### src/logic/plc_pkg.sv
// How it works
// - every register is one 32-bit word and, except in the divider and write-guard words, bit n belongs to line n.
// - writes to bits of lines that are not built change nothing.
// - bits of lines that are not built always read as zero.
// - a line with no peripheral behind it is always owned and its ownership bit reads one.
// - the output level word takes written data only on lines unlocked in the write status.
// - the pin sample follows the lines only while the clock runs, else it holds.
// - the pending word resets to zero and may be nonzero at the first read.
// - offsets outside the map are reserved: writes ignored, reads give zero.
// - reset values of ownership, pull-up and pull-down are set per line by parameter.
// - a one in ownership enable gives the line to the controller, in disable to the peripheral.
// - with write protection on, writes to the guarded configuration registers are dropped.
// - reading the pending word clears the edge flags; level sources set again while true.
package plc_pkg;
    localparam int          NL   = 32;
    localparam int          AW   = 9;
    localparam logic [8:0] OFS_OWN_EN  = 9'h000;
    localparam logic [8:0] OFS_OWN_DIS = 9'h004;
    localparam logic [8:0] OFS_OWN_ST  = 9'h008;
    localparam logic [8:0] OFS_OE_EN   = 9'h010;
    localparam logic [8:0] OFS_OE_DIS  = 9'h014;
    localparam logic [8:0] OFS_OE_ST   = 9'h018;
    localparam logic [8:0] OFS_GF_EN   = 9'h020;
    localparam logic [8:0] OFS_GF_DIS  = 9'h024;
    localparam logic [8:0] OFS_GF_ST   = 9'h028;
    localparam logic [8:0] OFS_OUT_SET = 9'h030;
    localparam logic [8:0] OFS_OUT_CLR = 9'h034;
    localparam logic [8:0] OFS_OUT_ST  = 9'h038;
    localparam logic [8:0] OFS_PIN     = 9'h03c;
    localparam logic [8:0] OFS_IE_SET  = 9'h040;
    localparam logic [8:0] OFS_IE_CLR  = 9'h044;
    localparam logic [8:0] OFS_IE_ST   = 9'h048;
    localparam logic [8:0] OFS_PEND    = 9'h04c;
    localparam logic [8:0] OFS_OD_EN   = 9'h050;
    localparam logic [8:0] OFS_OD_DIS  = 9'h054;
    localparam logic [8:0] OFS_OD_ST   = 9'h058;
    localparam logic [8:0] OFS_PU_DIS  = 9'h060;
    localparam logic [8:0] OFS_PU_EN   = 9'h064;
    localparam logic [8:0] OFS_PU_ST   = 9'h068;
    localparam logic [8:0] OFS_SEL_LO  = 9'h070;
    localparam logic [8:0] OFS_SEL_HI  = 9'h074;
    localparam logic [8:0] OFS_SF_DIS  = 9'h080;
    localparam logic [8:0] OFS_SF_EN   = 9'h084;
    localparam logic [8:0] OFS_SF_ST   = 9'h088;
    localparam logic [8:0] OFS_DIV     = 9'h08c;
    localparam logic [8:0] OFS_PD_DIS  = 9'h090;
    localparam logic [8:0] OFS_PD_EN   = 9'h094;
    localparam logic [8:0] OFS_PD_ST   = 9'h098;
    localparam logic [8:0] OFS_OW_EN   = 9'h0a0;
    localparam logic [8:0] OFS_OW_DIS  = 9'h0a4;
    localparam logic [8:0] OFS_OW_ST   = 9'h0a8;
    localparam logic [8:0] OFS_AIM_EN  = 9'h0b0;
    localparam logic [8:0] OFS_AIM_DIS = 9'h0b4;
    localparam logic [8:0] OFS_AIM_ST  = 9'h0b8;
    localparam logic [8:0] OFS_EDGE    = 9'h0c0;
    localparam logic [8:0] OFS_LEVEL   = 9'h0c4;
    localparam logic [8:0] OFS_EL_ST   = 9'h0c8;
    localparam logic [8:0] OFS_FALL    = 9'h0d0;
    localparam logic [8:0] OFS_RISE    = 9'h0d4;
    localparam logic [8:0] OFS_POL_ST  = 9'h0d8;
    localparam logic [8:0] OFS_WG_MODE = 9'h0e4;
    localparam logic [8:0] OFS_WG_ST   = 9'h0e8;
    localparam logic [8:0] OFS_HYST    = 9'h100;
    localparam logic [31:0] ZERO       = 32'h0000_0000;
    localparam int          WG_EN_BIT  = 0;
    localparam int          WG_VS_BIT  = 0;
    localparam int          WG_SRC_LSB = 8;
    localparam logic [31:0] DIV_MASK   = 32'h0000_3fff;
    localparam logic [31:0] HYST_RST   = 32'h0000_0000;

    typedef struct packed {
        logic [31:0] own, oe, gf, odsr, pdsr, imr, isr, od, pu, sello, selhi;
        logic [31:0] sf, div, pd, ow, aim, els, pol, hyst;
        logic        write_protect_enable, wpvs;
        logic [8:0]  wpsrc;
        logic [31:0] s1, s2, rdata, pin_out, pin_oe_n, own_out;
        logic        irq;
    } plc_state_t;
endpackage : plc_pkg

### src/logic/plc_top.sv
`timescale 1ns/1ns
`default_nettype none
module plc_top #(
    parameter logic [31:0] IMPL_MASK = 32'hffff_ffff,
    parameter logic [31:0] MUX_MASK  = 32'hffff_ffff,
    parameter logic [31:0] OWN_RST   = 32'hffff_ffff,
    parameter logic [31:0] PU_RST    = 32'hffff_ffff,
    parameter logic [31:0] PD_RST    = 32'h0000_0000
) (
    // clock and reset
    input  wire logic        CLK,
    input  wire logic        NRST,
    input  wire logic        CLK_EN,
    // register port
    input  wire logic [8:0]  ADDR,
    input  wire logic [31:0] WDATA,
    input  wire logic        WR,
    input  wire logic        RD,
    output logic      [31:0] RDATA,
    // pins
    input  wire logic [31:0] PIN_IN,
    output logic      [31:0] PIN_OUT,
    output logic      [31:0] PIN_OE_N,
    // pad and mux control
    output logic      [31:0] OWN_LINES,
    output logic      [31:0] PULLUP_EN,
    output logic      [31:0] PULLDN_EN,
    output logic      [31:0] SEL_LO,
    output logic      [31:0] SEL_HI,
    output logic      [31:0] HYST_EN,
    // interrupt
    output logic             IRQ
);
    plc_pkg::plc_state_t s_r, s_nxt;
    logic [31:0] wd, rise, fall, ev;
    logic        prot;

    localparam plc_pkg::plc_state_t RST_S = '{
        own: OWN_RST | ~MUX_MASK, pu: PU_RST, pd: PD_RST,
        hyst: plc_pkg::HYST_RST, pin_oe_n: ~plc_pkg::ZERO,
        own_out: OWN_RST | ~MUX_MASK,
        default: '0
    };

    function automatic logic guarded(input logic [8:0] a);
        guarded = (a == plc_pkg::OFS_OWN_EN) || (a == plc_pkg::OFS_OWN_DIS)
               || (a == plc_pkg::OFS_OE_EN)  || (a == plc_pkg::OFS_OE_DIS)
               || (a == plc_pkg::OFS_GF_EN)  || (a == plc_pkg::OFS_GF_DIS)
               || (a == plc_pkg::OFS_OD_EN)  || (a == plc_pkg::OFS_OD_DIS)
               || (a == plc_pkg::OFS_PU_DIS) || (a == plc_pkg::OFS_PU_EN)
               || (a == plc_pkg::OFS_SEL_LO) || (a == plc_pkg::OFS_SEL_HI)
               || (a == plc_pkg::OFS_OW_EN)  || (a == plc_pkg::OFS_OW_DIS)
               || (a == plc_pkg::OFS_PD_DIS) || (a == plc_pkg::OFS_PD_EN);
    endfunction : guarded

    // set and clear pair acting on one status word
    function automatic logic [31:0] setclr(input logic [31:0] cur,
                                           input logic [8:0]  a,
                                           input logic [8:0]  aset,
                                           input logic [8:0]  aclr,
                                           input logic [31:0] d);
        if (a == aset) begin
            setclr = cur | d;
        end else if (a == aclr) begin
            setclr = cur & ~d;
        end else begin
            setclr = cur;
        end
    endfunction : setclr

    // edges are taken against the held sample; the CLK_EN mask on ev makes none while the clock is stopped
    assign rise = s_r.s2 & ~s_r.pdsr;
    assign fall = ~s_r.s2 & s_r.pdsr;
    always_comb begin
        for (int i = 0; i < plc_pkg::NL; i++) begin
            if (!s_r.aim[i]) begin
                ev[i] = rise[i] | fall[i];
            end else if (s_r.els[i]) begin
                ev[i] = s_r.pol[i] ? s_r.s2[i] : ~s_r.s2[i];
            end else begin
                ev[i] = s_r.pol[i] ? rise[i] : fall[i];
            end
        end
        ev = ev & IMPL_MASK & {plc_pkg::NL{CLK_EN}};
    end

    assign wd   = WDATA & IMPL_MASK;
    assign prot = s_r.write_protect_enable && guarded(ADDR);

    always_comb begin
        s_nxt = s_r;
        // pins cross in through two flops; s1 feeds only s2
        s_nxt.s1 = PIN_IN;
        s_nxt.s2 = s_r.s1;
        if (CLK_EN) begin
            s_nxt.pdsr = s_r.s2 & IMPL_MASK;
        end
        if (WR && prot) begin
            s_nxt.wpvs  = 1'b1;
            s_nxt.wpsrc = ADDR;
        end else if (WR) begin
            s_nxt.own = setclr(s_r.own, ADDR, plc_pkg::OFS_OWN_EN,
                               plc_pkg::OFS_OWN_DIS, wd);
            s_nxt.oe  = setclr(s_r.oe, ADDR, plc_pkg::OFS_OE_EN,
                               plc_pkg::OFS_OE_DIS, wd);
            s_nxt.gf  = setclr(s_r.gf, ADDR, plc_pkg::OFS_GF_EN,
                               plc_pkg::OFS_GF_DIS, wd);
            s_nxt.odsr = setclr(s_r.odsr, ADDR, plc_pkg::OFS_OUT_SET,
                                plc_pkg::OFS_OUT_CLR, wd);
            s_nxt.imr = setclr(s_r.imr, ADDR, plc_pkg::OFS_IE_SET,
                               plc_pkg::OFS_IE_CLR, wd);
            s_nxt.od  = setclr(s_r.od, ADDR, plc_pkg::OFS_OD_EN,
                               plc_pkg::OFS_OD_DIS, wd);
            s_nxt.pu  = setclr(s_r.pu, ADDR, plc_pkg::OFS_PU_EN,
                               plc_pkg::OFS_PU_DIS, wd);
            s_nxt.sf  = setclr(s_r.sf, ADDR, plc_pkg::OFS_SF_EN,
                               plc_pkg::OFS_SF_DIS, wd);
            s_nxt.pd  = setclr(s_r.pd, ADDR, plc_pkg::OFS_PD_EN,
                               plc_pkg::OFS_PD_DIS, wd);
            s_nxt.ow  = setclr(s_r.ow, ADDR, plc_pkg::OFS_OW_EN,
                               plc_pkg::OFS_OW_DIS, wd);
            s_nxt.aim = setclr(s_r.aim, ADDR, plc_pkg::OFS_AIM_EN,
                               plc_pkg::OFS_AIM_DIS, wd);
            s_nxt.els = setclr(s_r.els, ADDR, plc_pkg::OFS_LEVEL,
                               plc_pkg::OFS_EDGE, wd);
            s_nxt.pol = setclr(s_r.pol, ADDR, plc_pkg::OFS_RISE,
                               plc_pkg::OFS_FALL, wd);
            if (ADDR == plc_pkg::OFS_OUT_ST) begin
                s_nxt.odsr = (s_r.odsr & ~s_r.ow) | (wd & s_r.ow);
            end else if (ADDR == plc_pkg::OFS_SEL_LO) begin
                s_nxt.sello = wd;
            end else if (ADDR == plc_pkg::OFS_SEL_HI) begin
                s_nxt.selhi = wd;
            end else if (ADDR == plc_pkg::OFS_DIV) begin
                s_nxt.div = WDATA & plc_pkg::DIV_MASK;
            end else if (ADDR == plc_pkg::OFS_WG_MODE) begin
                s_nxt.write_protect_enable = WDATA[plc_pkg::WG_EN_BIT];
            end else if (ADDR == plc_pkg::OFS_HYST) begin
                s_nxt.hyst = wd;
            end
        end
        s_nxt.own = s_nxt.own | ~MUX_MASK;
        // read side: registered answer, one cycle after the strobe
        s_nxt.rdata = plc_pkg::ZERO;
        if (RD) begin
            if (ADDR == plc_pkg::OFS_OWN_ST) begin
                s_nxt.rdata = s_r.own;
            end else if (ADDR == plc_pkg::OFS_OE_ST) begin
                s_nxt.rdata = s_r.oe;
            end else if (ADDR == plc_pkg::OFS_GF_ST) begin
                s_nxt.rdata = s_r.gf;
            end else if (ADDR == plc_pkg::OFS_OUT_ST) begin
                s_nxt.rdata = s_r.odsr;
            end else if (ADDR == plc_pkg::OFS_PIN) begin
                s_nxt.rdata = s_r.pdsr;
            end else if (ADDR == plc_pkg::OFS_IE_ST) begin
                s_nxt.rdata = s_r.imr;
            end else if (ADDR == plc_pkg::OFS_PEND) begin
                s_nxt.rdata = s_r.isr;
            end else if (ADDR == plc_pkg::OFS_OD_ST) begin
                s_nxt.rdata = s_r.od;
            end else if (ADDR == plc_pkg::OFS_PU_ST) begin
                s_nxt.rdata = s_r.pu;
            end else if (ADDR == plc_pkg::OFS_SEL_LO) begin
                s_nxt.rdata = s_r.sello;
            end else if (ADDR == plc_pkg::OFS_SEL_HI) begin
                s_nxt.rdata = s_r.selhi;
            end else if (ADDR == plc_pkg::OFS_SF_ST) begin
                s_nxt.rdata = s_r.sf;
            end else if (ADDR == plc_pkg::OFS_DIV) begin
                s_nxt.rdata = s_r.div;
            end else if (ADDR == plc_pkg::OFS_PD_ST) begin
                s_nxt.rdata = s_r.pd;
            end else if (ADDR == plc_pkg::OFS_OW_ST) begin
                s_nxt.rdata = s_r.ow;
            end else if (ADDR == plc_pkg::OFS_AIM_ST) begin
                s_nxt.rdata = s_r.aim;
            end else if (ADDR == plc_pkg::OFS_EL_ST) begin
                s_nxt.rdata = s_r.els;
            end else if (ADDR == plc_pkg::OFS_POL_ST) begin
                s_nxt.rdata = s_r.pol;
            end else if (ADDR == plc_pkg::OFS_WG_MODE) begin
                s_nxt.rdata[plc_pkg::WG_EN_BIT] = s_r.write_protect_enable;
            end else if (ADDR == plc_pkg::OFS_WG_ST) begin
                s_nxt.rdata[plc_pkg::WG_VS_BIT] = s_r.wpvs;
                s_nxt.rdata[plc_pkg::WG_SRC_LSB +: plc_pkg::AW] = s_r.wpsrc;
                s_nxt.wpvs = WR && prot;
            end else if (ADDR == plc_pkg::OFS_HYST) begin
                s_nxt.rdata = s_r.hyst;
            end else begin
                s_nxt.rdata = plc_pkg::ZERO;
            end
            if (ADDR != plc_pkg::OFS_DIV && ADDR != plc_pkg::OFS_WG_MODE
                && ADDR != plc_pkg::OFS_WG_ST) begin
                s_nxt.rdata = s_nxt.rdata & IMPL_MASK;
            end
        end
        // new events win over the clear-on-read
        if (RD && ADDR == plc_pkg::OFS_PEND) begin
            s_nxt.isr = ev;
        end else begin
            s_nxt.isr = s_r.isr | ev;
        end
        s_nxt.irq      = |(s_nxt.isr & s_nxt.imr);
        s_nxt.own_out  = s_nxt.own;
        s_nxt.pin_out  = s_nxt.odsr;
        // open-drain lines only ever pull low
        s_nxt.pin_oe_n = ~(s_nxt.own & s_nxt.oe & (~s_nxt.od | ~s_nxt.odsr) & IMPL_MASK);
    end

    always_ff @(posedge CLK or negedge NRST) begin
        if (!NRST) begin
            s_r <= RST_S;
        end else begin
            s_r <= s_nxt;
        end
    end

    assign RDATA     = s_r.rdata;
    assign PIN_OUT   = s_r.pin_out;
    assign PIN_OE_N  = s_r.pin_oe_n;
    assign OWN_LINES = s_r.own_out;
    assign PULLUP_EN = s_r.pu;
    assign PULLDN_EN = s_r.pd;
    assign SEL_LO    = s_r.sello;
    assign SEL_HI    = s_r.selhi;
    assign HYST_EN   = s_r.hyst;
    assign IRQ       = s_r.irq;
endmodule : plc_top
`default_nettype wire

### config.mk
export PLATFORM = sky130hd
export DESIGN_NAME = plc_top
export DESIGN_NICKNAME = d
export VERILOG_FILES = /design/src/logic/plc_pkg.sv /design/src/logic/plc_top.sv
export SDC_FILE = /design/constraint.sdc
export NUM_CORES = 2
export LEC_CHECK = 0
export ABC_AREA = 1
export BUFFER_PORTS_ARGS = -buffer_cell sky130_fd_sc_hd__buf_2
export CORE_MARGIN = 2
export CORE_UTILIZATION = 31
export CTS_CLUSTER_SIZE = 30
export DETAILED_ROUTE_END_ITERATION = 10
export PLACE_DENSITY = 0.49
export SLEW_MARGIN = 10
export SYNTH_ARGS = -nofsm -noshare
export SYNTH_HDL_FRONTEND = slang
export SYNTH_SLANG_ARGS = --single-unit
### constraint.sdc
create_clock -name CLK -period 1.9 [get_ports CLK]
set_clock_uncertainty 0.1 [all_clocks]
set_input_delay 0.285 -clock CLK [delete_from_list [all_inputs] [get_ports CLK]]
set_output_delay 0.285 -clock CLK [all_outputs]
set_load 0.01 [all_outputs]
==> impl_metrics.py <==
metrics = {
    "pwr": {
        "cellLeakagePower_nw": 25.99,
        "power_frac_clock": 0.448,
        "switching_fraction_of_total_power": 0.2742,
        "comb_power_share": 0.125,
        "max-vdd-ir-drop_mv": 0.6758,
        "net_switching_mw": 10.84,
        "power.density_cell_area_nw_per_um2": 738.8,
        "intPower_mw": 28.71,
        "power.share.sequential": 0.427,
    },
    "worst_setup_path": {
        "endpoint_kind": "flip-flop",
        "setup.worst_path.start_class": "flip-flop",
        "timing.critical_path.required_ns": 2.37,
        "cp-startpoint": "s_r[136]",
        "data_arrival_critical_path_ns": 2.76,
        "setup.worst_path.class": "reg2reg",
        "path_max_fanout": 3,
        "crit-reg2reg-launch": "s_r[136]",
    },
    "sta": {
        "slew_viol_final": 0,
        "finalSetupViolCount": 189,
        "final.period_utilization": 1.207,
        "period_minus_slack_ns": 2.293,
        "rsz_0062_raised_after_global_routing": "yes",
        "worst_max_slew_margin_expressed_relative_to_the_limit": 0.4916,
        "fmax_ghz": 0.4360,
        "final_worst_setup_slack_ns": -0.3933,
        "least_margin_pin_slew_ns": 0.7626,
        "timing_hold_violations_final": 0,
    },
    "synthesis": {
        "synth.top_cell.area_share": 0.4127,
        "synth_nets": 4921,
        "synth_top_area_cell": "sky130_fd_sc_hd__dfrtp_1",
        "ys_async_rst_share": 1.000,
        "synth_cells": 4779,
        "synth_enable_flop_cells": 0,
        "yosysWarnings": 0,
        "synth_seq_cells": 730,
        "synthFlopType": "sky130_fd_sc_hd__dfrtp_1",
        "synthTopCellsByArea": "sky130_fd_sc_hd__dfrtp_1 (41%), sky130_fd_sc_hd__nand2_1 (11%), sky130_fd_sc_hd__o21ai_0 (11%)",
        "syn_area_per_cell_um2": 8.044,
        "synth.cell_area_um2": 38440,
        "synth.lib_cells_used.distinct": 45,
        "synth_seq_area_share": 0.4783,
    },
    "placed_design": {
        "place_area_um2": 44810,
        "port_buffers": 366,
        "detailedPlace.worstSlack_ns": -1.035,
        "gp_routability_congestion": 0.9617,
        "hpwl_um": 131400,
    },
    "grt": {
        "grt_pass1_wl_um": 249700,
        "globalRouteOverflowTotal": 0,
        "via_count_of_the_first_global_routing_pass": 35850,
        "antenna_found_initial": 10,
        "grt.total_usage": 0.2729,
        "maximum_number_of_pins_on_one_net_before_global_route_repair": 73,
    },
    "final_layout": {
        "layout.nets": 5621,
        "postLayoutCellArea_um2": 53530,
        "fillers": 12320,
        "most_common_cell_after_layout_fill_and_taps_aside": "sky130_fd_sc_hd__nand2_1",
        "area_growth_from_synthesis_to_final_layout_pct": 39.25,
        "most-common-layout-cells": "sky130_fd_sc_hd__nand2_1 (888), sky130_fd_sc_hd__dfrtp_1 (628), sky130_fd_sc_hd__o21ai_0 (578), sky130_fd_sc_hd__buf_4 (492), sky130_fd_sc_hd__inv_1 (375)",
        "share_of_cells_above_drive_strength_1": 0.3513,
    },
    "floorplan": {
        "die_y_um": 356.1,
        "floorplan.die_area_um2": 126800,
        "top_level_port_count": 367,
        "rows": 129,
        "start_util": 0.3117,
        "core_footprint_um2": 123300,
        "die_width_um": 356.1,
    },
    "run": {
        "cap_viol_max_count": 0,
    },
    "drt": {
        "route.vias.total": 37050,
        "wire_length_on_met2_um": 88820,
        "top_metal_used": "met5",
        "route.met3.wl_um": 10900,
        "drt-initial-drc-count": 3264,
        "number_of_optimization_iterations_in_the_first_detailed_route_pass": 8,
        "wl_met1_um": 71440,
        "avgRoutedWirePerCell_um": 25.36,
        "drc": 0,
        "detail-route-antenna-nets": 0,
        "avgViaCountPerCell": 5.153,
        "postRouteWirelength_um": 182300,
    },
    "outcome": {
        "outcome": "complete, but fails checks",
        "failing_checks": "setup timing",
    },
    "cts": {
        "cts.sinks": 730,
        "worst_skew_pair.late_latency_ns": 0.69,
        "cts.root.buffer_cell": "sky130_fd_sc_hd__clkbuf_16",
        "clockBufferDepth": 3,
        "tritoncts.num_buffers": 85,
        "tritoncts": "done",
        "cts.reportedPaths.clkPinSlew_ns": 0.07,
        "cts_max_level": 3,
    },
    "hold_path": {
        "worst_hold_launch": "ADDR[7]",
        "hp-class": "in2reg",
    },
}
==> power by group through the flow <==
| stage | Combinational (mW) | Clock (mW) | Sequential (mW) |
|---|---|---|---|
| 6_report | 4.94 | 17.7 | 16.9 |
| 2_1_floorplan | 2.10 | 0 | 16.8 |
| 3_5_place_dp | 4.14 | 0 | 17.1 |
| 3_3_place_gp | 4.10 | 0 | 17.1 |
| 5_1_grt | 5.37 | 18.7 | 16.9 |
| 4_1_cts | 4.38 | 18.1 | 16.8 |
==> path summary, 6_finish.rpt <==
check,to,slack (ns),cells after the start
min in group asynchronous,s_r[652],0.25,3
hold / removal,s_r[200],0.11,5
max in group asynchronous,SEL_LO[6],0.47,3
setup reg to reg,IRQ,-0.39,12
setup / recovery,IRQ,-0.39,12
hold reg to reg,s_r[140],0.25,0
==> cell families (layout without fill, tap and decap cells) <==
logic type | Yosys count | count (layout) | share of synthesized area
other | 0 | 5 | 0
buffers and inverters | 1006 | 1773 | 0.1273
XOR/XNOR | 7 | 7 | 0.001595
flip-flops | 730 | 730 | 0.4783
multiplexers | 70 | 70 | 0.01943
AO/OA/AOI/OAI | 1311 | 1311 | 0.1847
adder cells (fa/ha/maj) | 64 | 64 | 0.02083
AND/OR/NAND/NOR | 1591 | 1593 | 0.1678
==> metrics by stage <==
| step | setup TNS [ns] | power [mW] | util | std cells | hold WS (ns) |
|---|---|---|---|---|---|
| detailed placement | -311.16 | 21.24 | 0.3634 | 6807 | 0.08686 |
| global route | -23.11 | 41.04 | 0.4340 | 7187 | 0.1091 |
| finish | -12.34 | 39.55 | 0.4341 | 7190 | 0.1103 |
| global placement | -313.19 | 21.20 | 0.3634 | 6807 | 0.08820 |
| floorplan | -21.92 | 18.95 | - | 4779 | -0.1106 |
| CTS | -1.188 | 39.30 | 0.4052 | 7076 | 0.05210 |
==> cell usage after synthesis (4+ instances only) <==
library cell                number
sky130_fd_sc_hd__ha_1           64
sky130_fd_sc_hd__a2bb2oi_1      11
sky130_fd_sc_hd__buf_1          11
sky130_fd_sc_hd__a32oi_1         6
sky130_fd_sc_hd__nand3_1       185
sky130_fd_sc_hd__o31ai_1        50
sky130_fd_sc_hd__o22ai_1        35
sky130_fd_sc_hd__dfstp_2        96
sky130_fd_sc_hd__or2_2          22
sky130_fd_sc_hd__o211ai_1       47
sky130_fd_sc_hd__dfrtp_1       634
sky130_fd_sc_hd__o21ai_0       835
sky130_fd_sc_hd__a221oi_1       36
sky130_fd_sc_hd__a21oi_1       236
sky130_fd_sc_hd__nor3_1          9
sky130_fd_sc_hd__nand2_1      1118
sky130_fd_sc_hd__inv_2           5
sky130_fd_sc_hd__clkbuf_1      251
sky130_fd_sc_hd__mux2_2         37
sky130_fd_sc_hd__nand3b_1       15
sky130_fd_sc_hd__nor2_2          4
sky130_fd_sc_hd__buf_2          17
sky130_fd_sc_hd__o21ai_1        38
sky130_fd_sc_hd__buf_4         292
sky130_fd_sc_hd__o21a_1          9
sky130_fd_sc_hd__mux2i_1        33
sky130_fd_sc_hd__xor2_1          5
sky130_fd_sc_hd__nand4_1        23
sky130_fd_sc_hd__clkinv_1       10
sky130_fd_sc_hd__nor2_1        206
sky130_fd_sc_hd__inv_1         420
==> metal layers <==
layer	global-route usage	vias up
met5	0	-
met3	0.04839	366
met2	0.4732	1307
li1	-	16980
met4	0.1451	6
met1	0.3212	18390
==> layout make-up <==
class	count	area [um^2]	share of cell area
Clock buffer	128	2592	0.04843
Inverter	435	1773	0.03312
Clock inverter	28	377.9	0.007059
Timing Repair Buffer	1182	10580	0.1977
Tap cell	1637	2048	0.03826
Multi-Input combinational cell	3045	17750	0.3316
Antenna cell	5	12.51	0.0002337
Sequential cell	730	18400	0.3436
==> repair_timing <==
item	CTS	global route
pin swaps	84	170
hold buffers	71	0
gates resized for setup	288	786
endpoints found under the hold margin	823	0
endpoints found under the setup margin	70	274
cloned	8	33
buffers inserted	36	84
==> critical path: stages (launching register included) <==
cell	delay (ns)
sky130_fd_sc_hd__dfrtp_2	0.41
sky130_fd_sc_hd__inv_2	0.04
sky130_fd_sc_hd__ha_2	0.16
sky130_fd_sc_hd__mux2_4	0.27
sky130_fd_sc_hd__o21ai_2	0.12
sky130_fd_sc_hd__nand2_1	0.08
sky130_fd_sc_hd__nand2_2	0.10
sky130_fd_sc_hd__nand2_2	0.07
sky130_fd_sc_hd__nand2_2	0.11
sky130_fd_sc_hd__nand4_1	0.27
sky130_fd_sc_hd__nor2_1	0.19
sky130_fd_sc_hd__buf_4	0.17
sky130_fd_sc_hd__nand4_1	0.09
(Power assumes the default switching activity.)
